### src/ssd_pkg.sv
package ssd_pkg;

    // ------------------------------------------------------------
    // register indexes on the plain register port
    // ------------------------------------------------------------
    localparam logic [1:0] ADDR_CTRL  = 2'h0;
    localparam logic [1:0] ADDR_STAT  = 2'h1;
    localparam logic [1:0] ADDR_UPPER = 2'h2;
    localparam logic [1:0] ADDR_LOWER = 2'h3;

    // ------------------------------------------------------------
    // reset values
    // ------------------------------------------------------------
    localparam logic [7:0] CTRL_RESET = 8'h00;
    localparam logic [7:0] STAT_RESET = 8'h80;

    // ------------------------------------------------------------
    // serial_control_reg fields
    // ------------------------------------------------------------
    localparam int CTRL_MODE_HI = 7;
    localparam int CTRL_MODE_LO = 6;
    localparam int CTRL_EXT_BIT = 3;
    localparam int CTRL_CKS_HI  = 2;

    // ------------------------------------------------------------
    // serial_control_status fields
    // ------------------------------------------------------------
    localparam int STAT_ONE_BIT = 7;
    localparam int STAT_LVL_BIT = 6;
    localparam int STAT_OVR_BIT = 5;
    localparam int STAT_GO_BIT  = 0;

    // ------------------------------------------------------------
    // modes and widths
    // ------------------------------------------------------------
    localparam logic [1:0] MODE_8    = 2'h0;
    localparam logic [1:0] MODE_16   = 2'h1;
    localparam logic [1:0] MODE_CONT = 2'h2;
    localparam logic [4:0] BITS_8    = 5'h08;
    localparam logic [4:0] BITS_16   = 5'h10;

    // ------------------------------------------------------------
    // prescaler ratios in system clocks, indexed by clock select
    // ------------------------------------------------------------
    localparam logic [7:0][10:0] DIV_RATIO = {
        11'h002, 11'h004, 11'h008, 11'h010,
        11'h020, 11'h040, 11'h100, 11'h400
    };

    typedef enum logic [0:0] {
        XS_IDLE = 1'b0,
        XS_RUN  = 1'b1
    } ssd_xfer_type;

endpackage

### src/ssd_pin_sync.sv
`timescale 1ns/100ps
module ssd_pin_sync #(
    parameter int W = 2
) (
    // clock and reset
    input  wire logic         clk_sys_i,
    input  wire logic         rst_b_i,
    // pins and synchronised view
    input  wire logic [W-1:0] pin_i,
    output logic      [W-1:0] level_o,
    output logic      [W-1:0] rise_o,
    output logic      [W-1:0] fall_o
);

    typedef struct packed {
        logic [W-1:0] meta;
        logic [W-1:0] sync;
        logic [W-1:0] prev;
    } ssd_sync_type;

    ssd_sync_type st_reg;
    ssd_sync_type st_next;

    if (W < 1)
    begin : g_width_check
        $error("ssd_pin_sync needs at least one pin");
    end

    always_comb
    begin
        st_next      = st_reg;
        st_next.meta = pin_i;
        st_next.sync = st_reg.meta;
        st_next.prev = st_reg.sync;
    end

    always_ff @(posedge clk_sys_i)
    begin
        if (!rst_b_i)
        begin
            st_reg <= '1;
        end
        else
        begin
            st_reg <= st_next;
        end
    end

    assign level_o = st_reg.sync;
    assign rise_o  = st_reg.sync & ~st_reg.prev;
    assign fall_o  = ~st_reg.sync & st_reg.prev;

endmodule // ssd_pin_sync

### src/ssd_serial_unit.sv
// Operation
// [RULE1] status resets to 80h, top bit one
// [RULE2] status bits four to two read zero
// [RULE3] level bit drives and reads output pin
// [RULE4] output keeps last sent bit afterwards
// [RULE5] level bit overridden once transfer starts
// [RULE6] software avoids status writes during transfer
// [RULE7] external clock pulse when idle sets overrun
// [RULE8] overrun cleared by zero after read
// [RULE9] software writes zero to bit one
// [RULE10] writing one to go flag starts transfer
// [RULE11] go flag reads busy until completion
// [RULE12] 8-bit: lower byte shifts LSB first
// [RULE13] 16-bit: upper byte feeds lower byte
// [RULE14] 16-bit: input enters via upper byte
// [RULE15] software touches data only when idle
// [RULE16] data bytes are not reset
// [RULE17] mode field selects 8, 16, continuous
// [RULE18] send on falling, sample on rising
// [RULE19] control write aborts and reinitialises unit
// [RULE20] completion raises maskable done request
// [RULE21] internal clock gives exactly 8/16 pulses
//
// The register addresses and the address-and-strobe port were decided locally.
`timescale 1ns/100ps
module ssd_serial_unit #(
    parameter int HALF_W = 9
) (
    // clock and reset
    input  wire logic       clk_sys_i,
    input  wire logic       rst_b_i,
    // register port
    input  wire logic [1:0] reg_addr_i,
    input  wire logic [7:0] reg_wdata_i,
    input  wire logic       reg_wr_i,
    input  wire logic       reg_rd_i,
    output logic      [7:0] reg_rdata_o,
    // serial pins
    input  wire logic       serial_clock_pin_i,
    output logic            serial_clock_pin_o,
    output logic            serial_clock_pin_oe_o,
    input  wire logic       serial_in_pin_i,
    output logic            serial_out_pin_o,
    // completion request
    input  wire logic       transfer_done_clear_i,
    input  wire logic       transfer_done_enable_i,
    output logic            transfer_done_request_o,
    output logic            transfer_done_irq_o
);

    // ------------------------------------------------------------
    // state
    // ------------------------------------------------------------
    typedef struct packed {
        logic [7:0]           ctrl;
        logic                 lvl;
        logic                 ovr;
        logic                 ovr_seen;
        ssd_pkg::ssd_xfer_type xs;
        logic [7:0]           upper;
        logic [7:0]           lower;
        logic [4:0]           bit_cnt;
        logic [HALF_W-1:0]    div_cnt;
        logic                 sck;
        logic                 done;
        logic [7:0]           rdata;
    } ssd_state_type;

    ssd_state_type st_reg;
    ssd_state_type st_next;

    logic [1:0] pin_level;
    logic [1:0] pin_rise;
    logic [1:0] pin_fall;

    if (HALF_W < 9)
    begin : g_half_w_check
        $error("divider counter too narrow for the slowest ratio");
    end

    // ------------------------------------------------------------
    // helpers
    // ------------------------------------------------------------
    function automatic logic hit(input logic [1:0] addr, input logic [1:0] idx);
        return addr == idx;
    endfunction

    function automatic logic [HALF_W-1:0] half_last(input logic [2:0] cks);
        logic [10:0] r;
        r = ssd_pkg::DIV_RATIO[cks];
        return HALF_W'((r >> 1) - 11'h001);
    endfunction

    // ------------------------------------------------------------
    // pin synchronisers: [0] serial clock, [1] serial input
    // ------------------------------------------------------------
    ssd_pin_sync #(
        .W (2)
    ) u_sync (
        .clk_sys_i (clk_sys_i),
        .rst_b_i   (rst_b_i),
        .pin_i     ({serial_in_pin_i, serial_clock_pin_i}),
        .level_o   (pin_level),
        .rise_o    (pin_rise),
        .fall_o    (pin_fall)
    );

    // ------------------------------------------------------------
    // next state
    // ------------------------------------------------------------
    logic [1:0] mode;
    logic       ext_clk;
    logic       fall_ev;
    logic       rise_ev;
    logic       run;
    logic [4:0] width;

    assign mode    = st_reg.ctrl[ssd_pkg::CTRL_MODE_HI:ssd_pkg::CTRL_MODE_LO];
    assign ext_clk = st_reg.ctrl[ssd_pkg::CTRL_EXT_BIT];
    assign run     = st_reg.xs == ssd_pkg::XS_RUN;
    // [RULE17] width by mode
    assign width   = (mode == ssd_pkg::MODE_16) ? ssd_pkg::BITS_16 : ssd_pkg::BITS_8;

    always_comb
    begin
        logic tick;
        logic [7:0] stat_rd;
        tick     = 1'b0;
        stat_rd  = 8'h00;
        fall_ev  = 1'b0;
        rise_ev  = 1'b0;
        st_next  = st_reg;
        st_next.rdata = 8'h00;

        // internal serial clock generator
        if (!ext_clk && (run || mode == ssd_pkg::MODE_CONT))
        begin
            if (st_reg.div_cnt == half_last(st_reg.ctrl[ssd_pkg::CTRL_CKS_HI:0]))
            begin
                tick = 1'b1;
                st_next.div_cnt = '0;
            end
            else
            begin
                st_next.div_cnt = st_reg.div_cnt + 1'b1;
            end
        end
        if (tick)
        begin
            st_next.sck = ~st_reg.sck;
        end

        // [RULE18] edge selection
        if (ext_clk)
        begin
            fall_ev = run && pin_fall[0];
            rise_ev = run && pin_rise[0];
        end
        else
        begin
            fall_ev = run && tick && st_reg.sck;
            rise_ev = run && tick && !st_reg.sck;
        end

        // [RULE5] shifted data takes over the pin
        if (fall_ev)
        begin
            st_next.lvl = st_reg.lower[0];
        end

        // [RULE12] shift chain on rising edge
        if (rise_ev)
        begin
            // [RULE13] upper feeds lower
            if (mode == ssd_pkg::MODE_16)
            begin
                st_next.lower = {st_reg.upper[0], st_reg.lower[7:1]};
                // [RULE14] input enters upper
                st_next.upper = {pin_level[1], st_reg.upper[7:1]};
            end
            else
            begin
                st_next.lower = {pin_level[1], st_reg.lower[7:1]};
            end
            st_next.bit_cnt = st_reg.bit_cnt + 5'h01;
            // [RULE21] stop after width pulses
            if (st_reg.bit_cnt + 5'h01 == width)
            begin
                st_next.xs = ssd_pkg::XS_IDLE;
                st_next.sck = 1'b1;
                st_next.div_cnt = '0;
                // [RULE20] completion request
                st_next.done = 1'b1;
            end
        end

        // [RULE2] fixed status bits
        // [RULE11] go reads busy
        stat_rd = {1'b1, st_reg.lvl, st_reg.ovr, 3'h0, 1'b0, run};
        if (reg_rd_i)
        begin
            case (reg_addr_i)
                ssd_pkg::ADDR_CTRL:  st_next.rdata = st_reg.ctrl;
                ssd_pkg::ADDR_STAT:  st_next.rdata = stat_rd;
                ssd_pkg::ADDR_UPPER: st_next.rdata = st_reg.upper;
                ssd_pkg::ADDR_LOWER: st_next.rdata = st_reg.lower;
                default:             st_next.rdata = 8'h00;
            endcase
            if (hit(reg_addr_i, ssd_pkg::ADDR_STAT) && st_reg.ovr)
            begin
                st_next.ovr_seen = 1'b1;
            end
        end

        // register writes
        if (reg_wr_i)
        begin
            case (reg_addr_i)
                ssd_pkg::ADDR_CTRL:
                begin
                    // [RULE19] abort and reinitialise
                    st_next.ctrl    = reg_wdata_i;
                    st_next.xs      = ssd_pkg::XS_IDLE;
                    st_next.bit_cnt = 5'h00;
                    st_next.div_cnt = '0;
                    st_next.sck     = 1'b1;
                end
                ssd_pkg::ADDR_STAT:
                begin
                    // [RULE3] level bit drives pin
                    st_next.lvl = reg_wdata_i[ssd_pkg::STAT_LVL_BIT];
                    // [RULE8] clear only after seen
                    if (!reg_wdata_i[ssd_pkg::STAT_OVR_BIT] && st_reg.ovr_seen)
                    begin
                        st_next.ovr      = 1'b0;
                        st_next.ovr_seen = 1'b0;
                    end
                    // [RULE10] start on one
                    if (reg_wdata_i[ssd_pkg::STAT_GO_BIT] && !run
                        && mode != ssd_pkg::MODE_CONT)
                    begin
                        st_next.xs      = ssd_pkg::XS_RUN;
                        st_next.bit_cnt = 5'h00;
                        st_next.div_cnt = '0;
                        st_next.sck     = 1'b1;
                    end
                end
                ssd_pkg::ADDR_UPPER: st_next.upper = reg_wdata_i;
                ssd_pkg::ADDR_LOWER: st_next.lower = reg_wdata_i;
                default:             st_next.ctrl  = st_reg.ctrl;
            endcase
        end

        // [RULE7] stray external pulse when idle; set beats clear
        if (ext_clk && !run && mode != ssd_pkg::MODE_CONT && pin_fall[0])
        begin
            st_next.ovr = 1'b1;
        end

        // done request: set beats clear
        if (transfer_done_clear_i && !st_next.done)
        begin
            st_next.done = 1'b0;
        end
        else if (transfer_done_clear_i && !(rise_ev && st_reg.bit_cnt + 5'h01 == width))
        begin
            st_next.done = 1'b0;
        end
    end

    // ------------------------------------------------------------
    // registers
    // ------------------------------------------------------------
    always_ff @(posedge clk_sys_i)
    begin
        if (!rst_b_i)
        begin
            // [RULE1] status reset value
            st_reg.ctrl     <= ssd_pkg::CTRL_RESET;
            st_reg.lvl      <= ssd_pkg::STAT_RESET[ssd_pkg::STAT_LVL_BIT];
            st_reg.ovr      <= ssd_pkg::STAT_RESET[ssd_pkg::STAT_OVR_BIT];
            st_reg.ovr_seen <= 1'b0;
            st_reg.xs       <= ssd_pkg::XS_IDLE;
            st_reg.bit_cnt  <= 5'h00;
            st_reg.div_cnt  <= '0;
            st_reg.sck      <= 1'b1;
            st_reg.done     <= 1'b0;
            st_reg.rdata    <= 8'h00;
            // [RULE16] data bytes keep no reset
            st_reg.upper    <= st_next.upper;
            st_reg.lower    <= st_next.lower;
        end
        else
        begin
            st_reg <= st_next;
        end
    end

    // ------------------------------------------------------------
    // outputs
    // ------------------------------------------------------------
    assign reg_rdata_o             = st_reg.rdata;
    // [RULE4] level holds last bit
    assign serial_out_pin_o        = st_reg.lvl;
    assign serial_clock_pin_o      = st_reg.sck;
    assign serial_clock_pin_oe_o   = ~ext_clk;
    assign transfer_done_request_o = st_reg.done;
    assign transfer_done_irq_o     = st_reg.done & transfer_done_enable_i;

    // ------------------------------------------------------------
    // checks
    // ------------------------------------------------------------
    a_status_fixed_bits : assert property ( // [RULE2]
        @(posedge clk_sys_i) disable iff (!rst_b_i)
        reg_rd_i && reg_addr_i == ssd_pkg::ADDR_STAT
        |=> reg_rdata_o[7] == 1'b1 && reg_rdata_o[4:1] == 4'h0
            && reg_rdata_o[6] == $past(serial_out_pin_o))
        else $error("status fixed bits or level wrong");

    a_level_write : assert property ( // [RULE3]
        @(posedge clk_sys_i) disable iff (!rst_b_i)
        reg_wr_i && reg_addr_i == ssd_pkg::ADDR_STAT && !run
        |=> serial_out_pin_o == $past(reg_wdata_i[6]))
        else $error("level bit did not reach pin");

    a_go_starts : assert property ( // [RULE10]
        @(posedge clk_sys_i) disable iff (!rst_b_i)
        reg_wr_i && reg_addr_i == ssd_pkg::ADDR_STAT && reg_wdata_i[0] && !run
        && mode != ssd_pkg::MODE_CONT |=> run)
        else $error("start write did not start transfer");

    a_ctrl_abort : assert property ( // [RULE19]
        @(posedge clk_sys_i) disable iff (!rst_b_i)
        reg_wr_i && reg_addr_i == ssd_pkg::ADDR_CTRL |=> !run && st_reg.bit_cnt == 5'h00)
        else $error("control write did not abort");

    a_overrun_set : assert property ( // [RULE7]
        @(posedge clk_sys_i) disable iff (!rst_b_i)
        ext_clk && !run && mode != ssd_pkg::MODE_CONT && pin_fall[0] |=> st_reg.ovr)
        else $error("overrun not flagged");

    a_overrun_one_write : assert property ( // [RULE8]
        @(posedge clk_sys_i) disable iff (!rst_b_i)
        st_reg.ovr && !(reg_wr_i && reg_addr_i == ssd_pkg::ADDR_STAT
        && !reg_wdata_i[5] && st_reg.ovr_seen) |=> st_reg.ovr)
        else $error("overrun cleared without proper write");

    a_busy_end_done : assert property ( // [RULE11]
        @(posedge clk_sys_i) disable iff (!rst_b_i)
        run ##1 !run && !$past(reg_wr_i && reg_addr_i == ssd_pkg::ADDR_CTRL)
        |-> transfer_done_request_o && $past(st_reg.bit_cnt) == width - 5'h01)
        else $error("busy ended without completion");

    a_pulse_bound : assert property ( // [RULE21]
        @(posedge clk_sys_i) disable iff (!rst_b_i)
        run |-> st_reg.bit_cnt < width)
        else $error("too many serial clock pulses");

    a_sample_input : assert property ( // [RULE14]
        @(posedge clk_sys_i) disable iff (!rst_b_i)
        rise_ev && mode == ssd_pkg::MODE_16 && !reg_wr_i
        |=> st_reg.upper[7] == $past(pin_level[1]) && st_reg.lower[7] == $past(st_reg.upper[0]))
        else $error("16-bit chain shifted wrongly");

    a_send_on_fall : assert property ( // [RULE18]
        @(posedge clk_sys_i) disable iff (!rst_b_i)
        fall_ev && !reg_wr_i |=> serial_out_pin_o == $past(st_reg.lower[0]))
        else $error("transmit bit not driven on falling edge");

endmodule // ssd_serial_unit

### config.mk
export PLATFORM = sky130hd
export DESIGN_NAME = ssd_serial_unit
export DESIGN_NICKNAME = d
export VERILOG_FILES = /design/src/ssd_pkg.sv /design/src/ssd_pin_sync.sv /design/src/ssd_serial_unit.sv
export SDC_FILE = /design/constraint.sdc
export NUM_CORES = 1
export LEC_CHECK = 0
export BUFFER_PORTS_ARGS = -buffer_cell sky130_fd_sc_hd__buf_2
export CAP_MARGIN = 20
export CORE_UTILIZATION = 59
export CTS_CLUSTER_DIAMETER = 80
export DETAILED_ROUTE_END_ITERATION = 6
export PLACE_DENSITY = 0.75
export SYNTH_ARGS = -nofsm -noshare
export SYNTH_HDL_FRONTEND = slang
export SYNTH_SLANG_ARGS = --single-unit
### constraint.sdc
create_clock -name clk_sys_i -period 3.2 [get_ports clk_sys_i]
set_input_delay 0.32 -clock clk_sys_i [delete_from_list [all_inputs] [get_ports clk_sys_i]]
set_output_delay 0.32 -clock clk_sys_i [all_outputs]
set_load 0.05 [all_outputs]
==> metrics <==
hold_ws=148 ps; crit path DAT=2990 ps; type of destination of the critical path=register; Clk pin slew, worst setup/hold paths=80 ps; Max VDD drop=0.445 mV; Cell Pwr Density=528 nW/um2; Initial Util=0.622; Period minus WS final=2780 ps; TritonCTS buffer count=9; top post-synthesis cells by area=dfxtp_1, mux2i_1, nor2_1; CTS root buffer=clkbuf_8; Die Y=76.1 um; 1st-iter DRT viols=196; ANT cells=0; Primary FF master, synth=dfxtp_1; Placer Congestion=0.840; row count=26; synthesized cell area=3240 um2; number of routed nets with antenna violations=0; CP Data Required Time=3420 ps; WL per Instance=17.2 um; Final period util=0.868; GRT Overall Usage=0.281; # DRC=0; fill cell count=446; CTS H-tree depth=3; Hold Crit Class=primary input to register; CTS Hold Bufs=0; Netlist cell types=59; clock share of power=0.428; #FFs+latches synth=64; critical path cell sequence=inv_1 -> ha_1 -> or3b_2 -> o31a_2 -> nor3_1 -> nand4_2 -> a21boi_4 -> nor4_1; vias in the first global route=2553; Switch Pwr=496 uW; Final Hold Vio Count=0; outcome=finished clean; number of synthesized flops with an enable pin=0; Max Clock Skew=14.5 ps; Final Cell Area=3570 um2; WL final=7.80 mm; clk sink count=64; vias post-DR=2744; CTS tree=yes; WP buf/inv=1; CP top delay family=simple AND/OR/NAND/NOR gates; core area=5200 um2; initial antenna violation count=0; area taken by multi-input logic gates=1780 um2; worst skew pair latency=350 ps; setup violators final=0; Post-CTS Resized=0; Worst Setup Start Kind=register; TNS Setup=0 ps; share of layout cells above drive strength 1=0.188; Worst Tran Pin Value=685 ps; YS warnings=0; sequential share of power=0.470; worst rel slew slack=0.543; Max-cap violations=0; Syn Area/Cell=9.00 um2; Max stage delay on crit path=510 ps; final setup margin=423 ps; RSZ-0062 raised after global routing=no; DP HPWL=5.31 mm; setup bufs post-CTS=0; post-synth top area share=0.396; total gr overflow=0; post-synth top area cell=dfxtp_1; max frequency=360 MHz; die area=5790 um2; Seq/Total Area, Yosys=0.396; Die X=76.1 um; # IOs=31; most common cell after layout, fill and taps aside=dfxtp_1; Leak=1.48 nW; most frequent cells in the layout=dfxtp_1, nor2_1, buf_2; Hold Path Origin=serial_clock_pin_i; area grow syn2layout=10.1%; Sw Ratio=0.263; routed vias/inst=6.06; buffers added on ports=30; Reg area=1280 um2; pre-CTS setup slack=468 ps; power share of the combinational group=0.101; largest net degree at the start of global routing=23; 1st-pass router iterations=4; critical path class=register to register; Max clock buf depth=2; Final Slew Violations=0; nets@finish=399; crit-path max FO=12; placed cell areas=3340 um2; Synth Instances=360; synthesized net count=381; CP max stage cell=or3b_2; ys async rst share=0; post-layout util=0.685; first-pass GRT wire length=12.8 mm; Int Power=1.39 mW
worst register-to-register path, delay by kind of cell, from the launching register on:
| kind | cells | cell delay, ps |
|---|---|---|
| AO/OA/AOI/OAI | 2 | 740 |
| adder cells (fa/ha/maj) | 1 | 210 |
| AND/OR/NAND/NOR | 4 | 1300 |
| buffers and inverters | 1 | 70 |
| flip-flops | 1 | 340 |
per-layer routing:
metal / part of all wire / routed length, um / vias to the layer above / GRT usage
li1: - / - / 1346 / -
met1: 0.46 / 3570 / 1310 / 0.373
met2: 0.47 / 3660 / 78 / 0.455
met3: 0.061 / 473 / 10 / 0.0659
met4: 0.011 / 87 / 0 / 0.0846
met5: 0 / 0 / - / 0
worst paths after layout:
check | endpoint | slack (ps) | cells past startpoint
hold reg to reg | u_sync.level_o[1] | 410 | 1
hold / removal | u_sync.st_next[2] | 150 | 2
setup / recovery | st_reg[17] | 420 | 8
setup reg to reg | st_reg[17] | 420 | 8
power groups by stage:
stage                     registers, mW  clock network [mW]  logic (mW)
after floorplan                   0.888                   0       0.150
after global placement            0.901                   0       0.183
after detailed placement          0.902                   0       0.187
after CTS                         0.884               0.807       0.189
after global routing              0.890               0.838       0.209
final                             0.886               0.807       0.191
synthesized netlist by cell type, types with 2 or more instances:
master / instances
ha_1: 3
o21ai_0: 14
a211oi_1: 2
nand4_4: 2
nor2_1: 31
nand4_1: 16
nand2_1: 29
mux2i_1: 14
o21ai_1: 2
nand2b_1: 10
and3_1: 4
nor2b_1: 11
or4_4: 2
clkbuf_1: 8
mux2_2: 4
nor4_1: 11
buf_6: 2
o2111ai_1: 2
inv_1: 6
or3_1: 5
nand3_1: 22
a21boi_0: 2
or2_2: 2
a31oi_1: 8
buf_4: 10
nor3_1: 7
dfxtp_1: 64
buf_2: 2
a21oi_1: 4
mux4_2: 3
xor2_1: 9
a22oi_1: 5
and2_1: 2
and4b_1: 3
nor3_2: 2
o211ai_1: 8
xnor2_1: 7
cells by family after synthesis:
| logic type | Yosys count | share of synthesized area |
|---|---|---|
| buf+inv | 31 | 0.0548 |
| fa+ha+maj | 3 | 0.0116 |
| flops | 64 | 0.396 |
| xor+xnor | 16 | 0.0433 |
| mux | 21 | 0.0780 |
| compound gates | 55 | 0.118 |
| simple gates | 170 | 0.299 |
final cells by class:
class                      instances  area share
multi-input combinational        265       0.499
sequential                        64       0.359
timing repair buffer              32      0.0463
clock buffer                      10      0.0386
clock inverter                     6      0.0256
tap                               70      0.0246
inverter                           6     0.00632
through the flow:
step           power (mW)  std cells
2_1_floorplan        1.04        360
3_3_place_gp         1.08        437
4_1_cts              1.88        453
5_1_grt              1.94        453
6_report             1.88        453
3_5_place_dp         1.09        437
Note: power is estimated with default switching activity, not from simulation.
